===== src/design/vpic_pkg.sv =====
/*
  Constants of the vectored priority interrupt controller: register
  indices, field positions, reset values and source numbering.
  Assumes a 16-bit register port addressed by word index.
*/
package vpic_pkg;
  localparam int NUM_SRC = 72;
  localparam int NUM_EXT = 5;
  localparam int NUM_TRAP = 5;
  localparam int NUM_FLAG_REG = 5;
  localparam int NUM_PRI_REG = 18;
  localparam logic [6:0] VEC_OFS = 7'h08;
  localparam logic [6:0] LAST_VEC = 7'h4f;
  localparam logic [23:0] MAIN_BASE = 24'h000004;
  localparam logic [23:0] ALT_OFS = 24'h000100;
  // Register indices
  localparam logic [5:0] A_GC1 = 6'h00;
  localparam logic [5:0] A_GC2 = 6'h01;
  localparam logic [5:0] A_FLAG0 = 6'h02;
  localparam logic [5:0] A_EN0 = 6'h07;
  localparam logic [5:0] A_PRI0 = 6'h0c;
  localparam logic [5:0] A_PEND = 6'h1e;
  localparam logic [5:0] A_SR = 6'h1f;
  localparam logic [5:0] A_CORE = 6'h20;
  localparam logic [5:0] A_EVT_ST = 6'h21;
  localparam logic [5:0] A_EVT_MSK = 6'h22;
  // Field positions
  localparam int NEST_DIS_BIT = 15;
  localparam int ALT_SEL_BIT = 15;
  localparam int IPL_LSB = 5;
  localparam int IPL_HI_BIT = 3;
  localparam int TRAP_LSB = 1;
  localparam logic [15:0] GC1_WMASK = 16'hfffe;
  localparam logic [15:0] GC2_WMASK = 16'h801f;
  localparam int EVT_NEW = 0;
  localparam int EVT_TRAP = 1;
  localparam int EVT_W = 2;
  // Reset values
  localparam logic [15:0] GC_RST = 16'h0000;
  localparam logic [2:0] PRIO_RST = 3'h4;
  localparam logic [2:0] CPU_LOW_RST = 3'h0;
  localparam logic CPU_HIGH_RST = 1'b0;
  // External pins map to request numbers 0, 20, 29, 53, 54
  localparam int EXT_REQ [NUM_EXT] = '{0, 20, 29, 53, 54};
  // Trap inputs: osc fail, stack, address, math, dma error
  localparam int TRAP_VEC [NUM_TRAP] = '{1, 3, 2, 4, 5};
endpackage


===== src/design/vpic_arb_if.sv =====
/*
  Carrier between the controller core and its priority arbiter.
  Assumes both ends share one clock; the arbiter is combinational.
*/
`timescale 1ns/100ps
interface vpic_arb_if;
  import vpic_pkg::*;
  logic [NUM_SRC-1:0] req;
  logic [2:0] prio [NUM_SRC];
  logic [3:0] cpu_level;
  logic found;
  logic [6:0] irq_num;
  logic [2:0] level;
  modport ctrl (output req, prio, cpu_level, input found, irq_num, level);
  modport arb (input req, prio, cpu_level, output found, irq_num, level);
endinterface


===== src/design/vpic_ctrl.sv =====
/*
  Vectored priority interrupt controller top: register file, request
  flags, trap flags, pending vector latch and cpu priority level.
  Assumes peripheral requests and trap inputs are one-cycle pulses on
  core_clk_in and the core acknowledges a vector with ack_in.
*/
`timescale 1ns/100ps
module vpic_ctrl
  import vpic_pkg::*;
(
  input wire logic core_clk_in,
  input wire logic reset_in,
  input wire logic [5:0] reg_addr_in,
  input wire logic [15:0] reg_wdata_in,
  input wire logic reg_wr_in,
  input wire logic reg_rd_in,
  output logic [15:0] reg_rdata_out,
  input wire logic [NUM_SRC-1:0] periph_req_in,
  input wire logic [NUM_EXT-1:0] ext_pin_in,
  input wire logic [NUM_TRAP-1:0] trap_in,
  input wire logic ack_in,
  input wire logic restore_in,
  input wire logic [3:0] restore_level_in,
  output logic int_req_out,
  output logic [6:0] vector_num_out,
  output logic [3:0] pending_level_out,
  output logic [23:0] vector_addr_out,
  output logic [3:0] cpu_level_out,
  output logic irq_out
);
  logic [15:0] gc1_q;
  logic [15:0] gc2_q;
  logic [NUM_SRC-1:0] flag_q;
  logic [NUM_SRC-1:0] flag_d;
  logic [NUM_SRC-1:0] en_q;
  logic [NUM_SRC-1:0] en_d;
  logic [2:0] prio_q [NUM_SRC];
  logic [2:0] prio_d [NUM_SRC];
  logic [2:0] cpu_low_q;
  logic cpu_high_q;
  logic int_req_q;
  logic [6:0] vec_q;
  logic [3:0] lvl_q;
  logic [EVT_W-1:0] evt_st_q;
  logic [EVT_W-1:0] evt_msk_q;
  logic [15:0] rdata_q;
  logic [15:0] rd_mux;
  logic [NUM_EXT-1:0] ext_edge;
  logic [NUM_SRC-1:0] ext_set;
  logic [NUM_SRC-1:0] src_set;
  logic [NUM_FLAG_REG-1:0] flag_wr;
  logic [NUM_FLAG_REG-1:0] en_wr;
  logic [NUM_PRI_REG-1:0] pri_wr;
  logic [15:0] flag_word [NUM_FLAG_REG];
  logic [15:0] en_word [NUM_FLAG_REG];
  logic [15:0] pri_word [NUM_PRI_REG];
  logic trap_found;
  logic [6:0] trap_vec;
  logic [3:0] trap_lvl;
  logic any_found;
  logic [6:0] next_vec;
  logic [3:0] next_lvl;
  logic ack_take;
  logic [EVT_W-1:0] evt_set;
  logic [3:0] cpu_level;

  vpic_arb_if ab ();

  // Register strobes
  wire gc1_wr = reg_wr_in && reg_addr_in == A_GC1;
  wire gc2_wr = reg_wr_in && reg_addr_in == A_GC2;
  wire sr_wr = reg_wr_in && reg_addr_in == A_SR;
  wire est_wr = reg_wr_in && reg_addr_in == A_EVT_ST;
  wire emsk_wr = reg_wr_in && reg_addr_in == A_EVT_MSK;
  wire nest_dis = gc1_q[NEST_DIS_BIT];
  wire alt_sel = gc2_q[ALT_SEL_BIT];
  wire [NUM_TRAP-1:0] trap_flags = gc1_q[TRAP_LSB +: NUM_TRAP];

  assign cpu_level = {cpu_high_q, cpu_low_q};
  assign ack_take = ack_in && int_req_q;

  // External pins, each with its own polarity select
  for (genvar e = 0; e < NUM_EXT; e++) begin : g_ext
    vpic_pin_edge u_edge (
      .core_clk_in(core_clk_in),
      .reset_in(reset_in),
      .pin_in(ext_pin_in[e]),
      .neg_sel_in(gc2_q[e]),
      .edge_out(ext_edge[e])
    );
  end

  always_comb begin
    ext_set = '0;
    for (int e = 0; e < NUM_EXT; e++) begin
      ext_set[EXT_REQ[e]] = ext_edge[e];
    end
  end
  assign src_set = periph_req_in | ext_set;

  // Word decode for flag, enable and priority banks
  for (genvar k = 0; k < NUM_FLAG_REG; k++) begin : g_fw
    assign flag_wr[k] = reg_wr_in && reg_addr_in == A_FLAG0 + 6'(k);
    assign en_wr[k] = reg_wr_in && reg_addr_in == A_EN0 + 6'(k);
  end
  for (genvar k = 0; k < NUM_PRI_REG; k++) begin : g_pw
    assign pri_wr[k] = reg_wr_in && reg_addr_in == A_PRI0 + 6'(k);
  end

  // Source i sits at bit i%16 of word i/16, priority at nibble i%4
  for (genvar i = 0; i < NUM_SRC; i++) begin : g_src
    localparam int W = i / 16;
    localparam int B = i % 16;
    localparam int P = i / 4;
    localparam int N = (i % 4) * 4;
    // A source pulse in the clearing cycle still sets the flag
    assign flag_d[i] = (flag_wr[W] ? reg_wdata_in[B] : flag_q[i]) | src_set[i];
    assign en_d[i] = en_wr[W] ? reg_wdata_in[B] : en_q[i];
    assign prio_d[i] = pri_wr[P] ? reg_wdata_in[N +: 3] : prio_q[i];
    assign ab.prio[i] = prio_q[i];
  end

  // Read-back words; bits of unused request numbers 72 up read zero
  for (genvar k = 0; k < NUM_FLAG_REG; k++) begin : g_rw
    wire [79:0] fl = {8'h00, flag_q};
    wire [79:0] en = {8'h00, en_q};
    assign flag_word[k] = fl[k*16 +: 16];
    assign en_word[k] = en[k*16 +: 16];
  end
  for (genvar k = 0; k < NUM_PRI_REG; k++) begin : g_rp
    assign pri_word[k] = {1'b0, prio_q[4*k+3], 1'b0, prio_q[4*k+2],
                          1'b0, prio_q[4*k+1], 1'b0, prio_q[4*k]};
  end

  always_ff @(posedge core_clk_in or posedge reset_in) begin
    if (reset_in) begin
      flag_q <= '0;
      en_q <= '0;
      for (int i = 0; i < NUM_SRC; i++) begin
        prio_q[i] <= PRIO_RST;
      end
    end else begin
      flag_q <= flag_d;
      en_q <= en_d;
      prio_q <= prio_d;
    end
  end

  assign ab.req = flag_q & en_q;
  assign ab.cpu_level = cpu_level;

  vpic_arbiter u_arb (
    .bus(ab)
  );

  // Traps outrank every user level; lowest trap vector wins
  always_comb begin
    trap_found = 1'b0;
    trap_vec = 7'h00;
    trap_lvl = 4'h0;
    for (int t = NUM_TRAP - 1; t >= 0; t--) begin
      if (trap_flags[t] && 4'(15 - TRAP_VEC[t]) > cpu_level &&
          (!trap_found || 7'(TRAP_VEC[t]) < trap_vec)) begin
        trap_found = 1'b1;
        trap_vec = 7'(TRAP_VEC[t]);
        trap_lvl = 4'(15 - TRAP_VEC[t]);
      end
    end
  end

  assign any_found = trap_found || ab.found;
  assign next_vec = trap_found ? trap_vec : ab.irq_num + VEC_OFS;
  assign next_lvl = trap_found ? trap_lvl : {1'b0, ab.level};

  // Pending vector latch
  always_ff @(posedge core_clk_in or posedge reset_in) begin
    if (reset_in) begin
      int_req_q <= 1'b0;
      vec_q <= 7'h00;
      lvl_q <= 4'h0;
    end else begin
      int_req_q <= any_found;
      if (any_found) begin
        vec_q <= next_vec;
        lvl_q <= next_lvl;
      end
    end
  end

  // Trap flags are set by hardware and cleared by software writes
  always_ff @(posedge core_clk_in or posedge reset_in) begin
    if (reset_in) begin
      gc1_q <= GC_RST;
      gc2_q <= GC_RST;
    end else begin
      gc1_q <= ((gc1_wr ? reg_wdata_in : gc1_q) & GC1_WMASK) |
               16'({trap_in, 1'b0});
      if (gc2_wr) begin
        gc2_q <= reg_wdata_in & GC2_WMASK;
      end
    end
  end

  // Core side level changes take precedence over software writes
  always_ff @(posedge core_clk_in or posedge reset_in) begin
    if (reset_in) begin
      cpu_low_q <= CPU_LOW_RST;
      cpu_high_q <= CPU_HIGH_RST;
    end else if (restore_in) begin
      cpu_low_q <= restore_level_in[2:0];
      cpu_high_q <= restore_level_in[3];
    end else if (ack_take) begin
      cpu_low_q <= lvl_q[2:0];
      cpu_high_q <= lvl_q[3];
    end else if (sr_wr && !nest_dis) begin
      cpu_low_q <= reg_wdata_in[IPL_LSB +: 3];
    end
  end

  // Block events: new pending vector, trap flagged
  assign evt_set[EVT_NEW] = any_found && (!int_req_q || next_vec != vec_q);
  assign evt_set[EVT_TRAP] = |trap_in;

  always_ff @(posedge core_clk_in or posedge reset_in) begin
    if (reset_in) begin
      evt_st_q <= '0;
      evt_msk_q <= '0;
    end else begin
      evt_st_q <= (evt_st_q & ~(est_wr ? reg_wdata_in[EVT_W-1:0] : '0)) | evt_set;
      if (emsk_wr) begin
        evt_msk_q <= reg_wdata_in[EVT_W-1:0];
      end
    end
  end

  // Read mux; the core control word only reflects the high level bit
  always_comb begin
    rd_mux = 16'h0000;
    if (reg_addr_in == A_GC1) begin
      rd_mux = gc1_q;
    end else if (reg_addr_in == A_GC2) begin
      rd_mux = gc2_q;
    end else if (reg_addr_in >= A_FLAG0 && reg_addr_in < A_EN0) begin
      rd_mux = flag_word[3'(reg_addr_in - A_FLAG0)];
    end else if (reg_addr_in >= A_EN0 && reg_addr_in < A_PRI0) begin
      rd_mux = en_word[3'(reg_addr_in - A_EN0)];
    end else if (reg_addr_in >= A_PRI0 && reg_addr_in < A_PEND) begin
      rd_mux = pri_word[5'(reg_addr_in - A_PRI0)];
    end else if (reg_addr_in == A_PEND) begin
      rd_mux = {4'h0, lvl_q, 1'b0, vec_q};
    end else if (reg_addr_in == A_SR) begin
      rd_mux = 16'({cpu_low_q, 5'h00});
    end else if (reg_addr_in == A_CORE) begin
      rd_mux = 16'({cpu_high_q, 3'h0});
    end else if (reg_addr_in == A_EVT_ST) begin
      rd_mux = 16'(evt_st_q);
    end else if (reg_addr_in == A_EVT_MSK) begin
      rd_mux = 16'(evt_msk_q);
    end
  end

  always_ff @(posedge core_clk_in or posedge reset_in) begin
    if (reset_in) begin
      rdata_q <= 16'h0000;
    end else begin
      rdata_q <= reg_rd_in ? rd_mux : 16'h0000;
    end
  end

  assign reg_rdata_out = rdata_q;
  assign int_req_out = int_req_q;
  assign vector_num_out = vec_q;
  assign pending_level_out = lvl_q;
  assign vector_addr_out = MAIN_BASE + {16'h0000, vec_q, 1'b0} +
                           (alt_sel ? ALT_OFS : 24'h000000);
  assign cpu_level_out = cpu_level;
  assign irq_out = |(evt_st_q & evt_msk_q);
endmodule // vpic_ctrl


===== src/design/vpic_pin_edge.sv =====
/*
  Synchroniser and edge detector for one external interrupt pin.
  Assumes the pin is asynchronous to core_clk_in.
*/
`timescale 1ns/100ps
module vpic_pin_edge (
  input wire logic core_clk_in,
  input wire logic reset_in,
  input wire logic pin_in,
  input wire logic neg_sel_in,
  output logic edge_out
);
  logic sync1_q;
  logic sync2_q;
  logic prev_q;
  always_ff @(posedge core_clk_in or posedge reset_in) begin
    if (reset_in) begin
      sync1_q <= 1'b0;
      sync2_q <= 1'b0;
      prev_q <= 1'b0;
    end else begin
      sync1_q <= pin_in;
      sync2_q <= sync1_q;
      prev_q <= sync2_q;
    end
  end
  assign edge_out = neg_sel_in ? (prev_q & ~sync2_q) : (~prev_q & sync2_q);
endmodule // vpic_pin_edge


===== src/design/vpic_arbiter.sv =====
/*
  Priority arbiter: picks the pending source above the cpu level.
  Assumes req already holds flag and enable gating.
*/
`timescale 1ns/100ps
module vpic_arbiter
  import vpic_pkg::*;
(
  vpic_arb_if.arb bus
);
  logic found;
  logic [2:0] best;
  logic [6:0] num;
  always_comb begin
    found = 1'b0;
    best = 3'h0;
    num = 7'h00;
    // Strictly greater keeps the lower number on a tie
    for (int i = 0; i < NUM_SRC; i++) begin
      if (bus.req[i] && ({1'b0, bus.prio[i]} > bus.cpu_level) &&
          (!found || bus.prio[i] > best)) begin
        found = 1'b1;
        best = bus.prio[i];
        num = 7'(i);
      end
    end
  end
  assign bus.found = found;
  assign bus.level = best;
  assign bus.irq_num = num;
endmodule // vpic_arbiter


===== config.mk =====
export PLATFORM = sky130hd
export DESIGN_NAME = vpic_ctrl
export DESIGN_NICKNAME = d
export VERILOG_FILES = /design/src/design/vpic_pkg.sv /design/src/design/vpic_arb_if.sv /design/src/design/vpic_ctrl.sv /design/src/design/vpic_pin_edge.sv /design/src/design/vpic_arbiter.sv
export SDC_FILE = /design/constraint.sdc
export NUM_CORES = 2
export LEC_CHECK = 0
export BUFFER_PORTS_ARGS = -buffer_cell sky130_fd_sc_hd__buf_2
export CORE_ASPECT_RATIO = 0.9
export CORE_MARGIN = 10
export CORE_UTILIZATION = 28
export CTS_BUF_LIST = sky130_fd_sc_hd__clkbuf_8 sky130_fd_sc_hd__clkbuf_16
export DETAILED_ROUTE_END_ITERATION = 8
export HOLD_SLACK_MARGIN = 0.15
export MAX_ROUTING_LAYER = met4
export SLEW_MARGIN = 30
export SYNTH_ARGS = -nofsm -noshare
export SYNTH_HDL_FRONTEND = slang
export SYNTH_SLANG_ARGS = --single-unit

===== constraint.sdc =====
create_clock -name core_clk_in -period 134.5 [get_ports core_clk_in]
set_input_delay 13.45 -clock core_clk_in [delete_from_list [all_inputs] [get_ports core_clk_in]]
set_output_delay 13.45 -clock core_clk_in [all_outputs]
set_load 0.02 [all_outputs]

Word level (Yosys, flattened, before mapping)
Index checks and enable logic that the tools add are counted.
{"block": "op_classes", "n_lt_le_gt_ge": 161, "eq_ne": 35, "add_sub_neg": 6, "shift": 0, "div_mod_pow": 0, "bitwise": 102, "mux": 337, "reduce_logical": 350, "multipliers": 0}
{"op": "$gt 3x4->1", "count": 72}
{"op": "$mux 3", "count": 80}
{"op": "$gt 3x3->1", "count": 71}
{"op": "$mux 16", "count": 13}
{"op": "$mux 6", "count": 32}
{"op": "$logic_and 1x1->1", "count": 191}
{"op": "$mux 1", "count": 157}
{"op": "$bmux 16 s3", "count": 2}
{"op": "$eq 6x5->1 const B", "count": 16}
{"op": "$mux 7", "count": 13}
{"op": "$bmux 16 s5", "count": 1}
{"op": "$mux 5", "count": 16}
{"op": "$logic_not 1->1", "count": 77}
{"op": "$logic_or 1x1->1", "count": 77}
{"op": "$and 72x72->72", "count": 1}
{"op": "$or 1x1->1", "count": 72}
{"op": "$or 72x55->72", "count": 1}
{"op": "$mux 4", "count": 15}
{"op": "$eq 6x4->1 const B", "count": 8}
{"op": "$eq 6x3->1 const B", "count": 4}
{"op": "$gt 4x4->1 const A", "count": 5}
{"op": "$eq 6x6->1 const B", "count": 3}
{"op": "$or 16x6->16", "count": 1}
{"op": "$lt 2x7->1 const A", "count": 2}
{"op": "other kinds (35)", "count": 61}
{"block": "totals", "mem_bits_ro": 0, "memories": 0, "latch_bits": 0, "inputBits": 114, "mem_bits_rw": 0, "word_cells": 1094, "out_inout_bits": 57, "reg_bits": 433}

Longest topological paths before layout
{"block": "depth", "word_depth": 293, "mapped_depth": 655, "mapped_depth_nobuf": 645}

Cells and area by module
Synthesis repeated with hierarchy kept, for this count alone.
{"block": "hier_totals", "cells_unflattened": 3926, "area_unflattened_um2": 36942.9}
{"mod": "vpic_ctrl", "cells_each": 1661, "instances": 1, "seq_area_each_um2": 10525.1, "area_per_inst_um2": 20852.5}
{"mod": "vpic_arbiter", "cells_each": 2230, "instances": 1, "seq_area_each_um2": 0.0, "area_per_inst_um2": 15583.7}
{"mod": "vpic_pin_edge", "cells_each": 7, "instances": 5, "seq_area_each_um2": 75.1, "area_per_inst_um2": 101.3}

Worst setup path before layout
Ideal clock, no wire load.
{"block": "synth_timing", "path_type": "reg2reg", "startpoint": "register cpu_low_q[2]", "endpoint": "register evt_st_q[0]", "t_required_ns": 134.367, "path_stages_with_launch": 573, "n_path_buf": 11, "setup_time_ns": 0.133, "arrival_time_ns": 101.439, "synth_period_minus_slack_ns": 101.572, "setup_slack_ns": 32.928, "cell_sequence": "dfrtp_1 > inv_1 > ha_1 > nand3_1 > nand4b_1 > nor2_1 > nand2_1 > ha_1 > a211oi_1 > o211a_1 > o211ai_1 > and2_1 > ha_1 > nor2b_1 > o21ai_0 > a32oi_1 > o21ai_0 > nor2_1 > (+537 left out) > o21a_1 > o21ai_0 > a21oi_2 > inv_1 > nand2_1 > nor3_1 > nand4_1 > a31oi_1 > ha_1 > nand2_1 > o21ai_0 > o21ai_0 > nand3_1 > a221o_1 > nor4b_2 > nand4_1 > mux2i_1 > a21oi_1"}
{"block": "synth_via", "elab_chain_cells": 293, "word_cells_on_any_way": 685, "classes_between": "add/sub: 1; order compare: 152; eq/ne: 1; mux: 225; bitwise: 1; reduce/logical: 305"}
{"element": "from (decl)", "line_no": "vpic_ctrl.sv:39", "rtl": "logic [2:0] cpu_low_q;"}
{"element": "from (signal assigned)", "line_no": "vpic_ctrl.sv:210", "rtl": "cpu_low_q <= restore_level_in[2:0];"}
{"element": "from (signal assigned)", "line_no": "vpic_ctrl.sv:213", "rtl": "cpu_low_q <= lvl_q[2:0];"}
{"element": "from (signal assigned)", "line_no": "vpic_ctrl.sv:216", "rtl": "cpu_low_q <= reg_wdata_in[IPL_LSB +: 3];"}
{"element": "$gt 3x4->1", "line_no": "vpic_arbiter.sv:20", "rtl": "if (bus.req[i] && ({1'b0, bus.prio[i]} > bus.cpu_level) &&"}
{"element": "$logic_and 1x1->1", "line_no": "vpic_arbiter.sv:20"}
{"element": "$mux 3 / $mux 1 (equally long branches)", "line_no": "vpic_arbiter.sv:20"}
{"element": "$gt 3x3->1 / $logic_not 1->1 (equally long branches)", "line_no": "vpic_arbiter.sv:21", "rtl": "(!found || bus.prio[i] > best)) begin"}
{"element": "$logic_or 1x1->1", "line_no": "vpic_arbiter.sv:21"}
{"element": "$logic_and 1x1->1", "line_no": "vpic_arbiter.sv:20"}
{"element": "$mux 3 / $mux 1 (equally long branches)", "line_no": "vpic_arbiter.sv:20"}
{"element": "$gt 3x3->1 / $logic_not 1->1 (equally long branches)", "line_no": "vpic_arbiter.sv:21"}
{"element": "(+277 left out)"}
{"element": "$logic_and 1x1->1", "line_no": "vpic_arbiter.sv:20"}
{"element": "$mux 7", "line_no": "vpic_arbiter.sv:20"}
{"element": "$add 7x4->7", "line_no": "vpic_ctrl.sv:172", "rtl": "assign next_vec = trap_found ? trap_vec : ab.irq_num + VEC_OFS;"}
{"element": "$mux 7", "line_no": "vpic_ctrl.sv:172"}
{"element": "$ne 7x7->1", "line_no": "vpic_ctrl.sv:221", "rtl": "assign evt_set[EVT_NEW] = any_found && (!int_req_q || next_vec != vec_q);"}
{"element": "$logic_or 1x1->1", "line_no": "vpic_ctrl.sv:221"}
{"element": "$logic_and 1x1->1 *", "line_no": "vpic_ctrl.sv:221"}
{"element": "$or 2x2->2 *", "line_no": "vpic_ctrl.sv:229", "rtl": "evt_st_q <= (evt_st_q & ~(est_wr ? reg_wdata_in[EVT_W-1:0] : '0)) | evt_set;"}
{"element": "to (signal assigned)", "line_no": "vpic_ctrl.sv:229"}
{"element": "to (decl)", "line_no": "vpic_ctrl.sv:44", "rtl": "logic [EVT_W-1:0] evt_st_q;"}
Mark *: on every way between the ends. The rest lies on a longest branch, timed or not.
A chain may end at the register's enable or synchronous reset.

Worst setup path in the final report
{"block": "layout_timing", "startpoint": "register cpu_low_q[1]", "endpoint": "register evt_st_q[0]"}
The elaborated chain is that of the path after synthesis.

==> out/summary.txt <==
CP max-delay cell = nor3b_1
# fillers = 13414
CORE AREA = 129700 um2
Setup TNS = 0 ns
EDFF count, synth = 0
Synth top area cells = dfrtp_1 25%, ha_1 13%, mux2_2 9.2%
Cell taking the most area after synthesis = dfrtp_1
CTS sink cnt = 432
Post-synth top cells = 412 x nand2_1, 380 x ha_1, 360 x dfrtp_1
Async S/R FF share, synth = 100.0%
Syn avg cell area = 9.270 um2
Hold crit path type = flop to flop
WL/cell = 27.07 um
Sequential area share after synthesis = 29.69%
Fmax = 8.242 MHz
Non-filler cells, final = 5814
Initial antenna violation count = 19
Vias in the first global route = 31673
Starting density of the core = 28.32%
Switch Pwr = 0.0003060 W
M1 WL = 69080 um
Post-cts hold buffer count = 0
1st-iter DRT viols = 4312
Synth Cell Area = 36720 um2
1st-pass router iterations = 8
Reg clk slew, reported paths = 0.06 ns
Clk_skew = 0.03599 ns
Internal power = 0.0003687 W
Total vias in the final route = 34038
Most frequent CP cell = a21oi_1
Slew Limit Fails = 0
Most common cell in the netlist = nand2_1
Relative slew slack = 25.53%
Final Setup Violations = 0
Crit-path max FO = 37
Die area = 146000 um2
Status = completed
Leakage = 18.11 nW
Clock power share = 20.7%
Switching share of power = 45.35%
Slew @ Worst Pin = 1.114 ns
Clk Latency, worst-skew pair = 0.66 ns
Vias/cell = 5.854
Vert. Die Dim = 363.6 um
CTS H-tree lvls = 2
Num CTS Buffers = 50
Max cap viols = 0
Grt ovf = 0
Logic pwr share = 53.7%
Layout cells sized above 1 = 20.52%
Wire length on met2 = 65540 um
RSZ-0062 raised after global routing = false
Main flop type after synthesis = dfrtp_1
Placed insts = 5706
Final GP Congestion = 1.013
Max incr delay on CP = 0.75 ns
P per Cell Area = 16.43 nW/um2
Crit. End Element = flop
Top Metal Used = met4
Worst Path Arrival = 121.82 ns
Area delta synth->final = 11.83%
Max IR drop VDD = 0.01069 mV
Post-layout nets = 4542
First-pass GRT wire length = 228000 um
Largest net degree at the start of global routing = 141
Total GRT Usage = 21.29%
Period utilization = 90.21%
Hold Vio Cnt, Final = 0
Seq pwr share = 25.6%
Postcts setup bufs = 0
#FFs+latches synth = 432
Die width = 401.7 um
IO Pins = 171
Root buffer cell = clkbuf_16
Routed wire length = 157400 um
Met3 wire len = 17140 um
Minimum clock period = 121.33 ns
CP Class = flop to flop
Clock Path Buffers = 3
Netlist cell types = 116
Final ANT Viol Nets = 0
CP Launch Type = flop
Post-synth top area share = 24.53%
Post-Synthesis Cells = 3961
Required @ worst endpoint = 134.99 ns
Port bufs = 155
# resized after CTS = 0
CTS tree = built
Synth warn = 0
DR DRC count = 0
FP Rows = 125
Detailed Place HPWL = 120400 um
metrics by stage:
step                      hold slack, ns  total power, W  setup WS (ns)  cell area (um2)  util, %
after floorplan                   0.3312       0.0004251          32.93            36770        -
after global placement            0.3333       0.0005175          16.98            39270    30.29
after detailed placement          0.3355       0.0005265          15.67            39300    30.31
after CTS                         0.3496       0.0006673          15.18            40930    31.57
after global routing              0.3610       0.0007237          2.535            41060    31.67
final                             0.3479       0.0006747          13.17            41060    31.67
logic make-up after synthesis:
family | synth area share, %
mux | 15.92
compound gates | 19.35
fa+ha+maj | 13.11
xor+xnor | 0.1908
buf+inv | 4.862
flops | 29.69
simple gates | 16.87
other cells | 0.01021
final timing paths:
| check | startpoint | to | slack (ns) | cells past startpoint |
|---|---|---|---|---|
| max | cpu_low_q[1] | evt_st_q[0] | 13.17 | 568 |
| min | g_ext[2].u_edge.sync1_q | g_ext[2].u_edge.sync2_q | 0.35 | 0 |
| max reg2reg | cpu_low_q[1] | evt_st_q[0] | 13.17 | 568 |
| min reg2reg | g_ext[2].u_edge.sync1_q | g_ext[2].u_edge.sync2_q | 0.35 | 0 |
| max in group asynchronous | reset_in | ab.prio[130] | 118.84 | 5 |
| min in group asynchronous | reset_in | ab.prio[82] | 12.92 | 2 |
worst max-delay path, delay by kind of cell, from the launching register on:
kind | cells | cell delay [ns]
buf+inv | 28 | 3.16
mux | 17 | 5.55
compound gates | 304 | 63.63
fa+ha+maj | 79 | 23.08
flops | 1 | 0.44
simple gates | 140 | 25.27
cells in the final DEF (no fill, tap or decap), drive strengths merged, types with 33 or more instances in the layout:
cell type / synthesis / final
buf: 66 / 198
dfrtp: 360 / 360
mux2i: 37 / 37
and3: 46 / 46
inv: 267 / 279
nor2b: 98 / 98
a211o: 47 / 47
mux4: 92 / 92
nor3: 60 / 60
o21ai: 215 / 215
a21oi: 304 / 304
nand3: 118 / 118
nor2: 193 / 193
a21o: 61 / 61
clkbuf: 111 / 61
a31oi: 37 / 37
o21a: 51 / 51
mux2: 302 / 302
ha: 380 / 380
nand3b: 62 / 62
nor4: 34 / 34
and2: 47 / 47
nand2: 412 / 412
a311oi: 33 / 33
dfstp: 72 / 72
sequential cells by signal, indices dropped and copies added, names as in the netlist:
signal and flops:
ab.prio 216, cpu_high_q 1, cpu_low_q 3, en_q 72, evt_msk_q 2, evt_st_q 2, flag_q 72, g_ext.u_edge.prev_q 5
g_ext.u_edge.sync1_q 5, g_ext.u_edge.sync2_q 5, gc1_q 15, gc2_q 6, int_req_out 1, pending_level_out 4, reg_rdata_out 16, vector_num_out 7
area by class of cell:
class | count | area, um2 | share of cell area (%)
Tap cell | 1714 | 2145 | 5.222
Sequential cell | 432 | 10910 | 26.56
Clock inverter | 32 | 216.5 | 0.5271
Inverter | 267 | 1012 | 2.465
Multi-Input combinational cell | 3099 | 24130 | 58.76
Antenna cell | 11 | 27.53 | 0.06703
Timing Repair Buffer | 198 | 1212 | 2.952
Clock buffer | 61 | 1414 | 3.443
power groups by stage:
stage	Combinational (W)	Clock (W)	Sequential [W]
2_1_floorplan	0.000265	0	0.000160
3_3_place_gp	0.000344	0	0.000173
3_5_place_dp	0.000353	0	0.000173
4_1_cts	0.000355	0.000141	0.000171
5_1_grt	0.000404	0.000146	0.000173
6_report	0.000363	0.000140	0.000173
routing by layer:
layer  global-route usage (%)  up-vias
met5                        -        -
met4                    6.566        0
met3                    4.756      249
met2                    30.48     1802
met1                    29.56    17017
li1                         -    14970
Note: power is estimated with default switching activity, not from simulation.
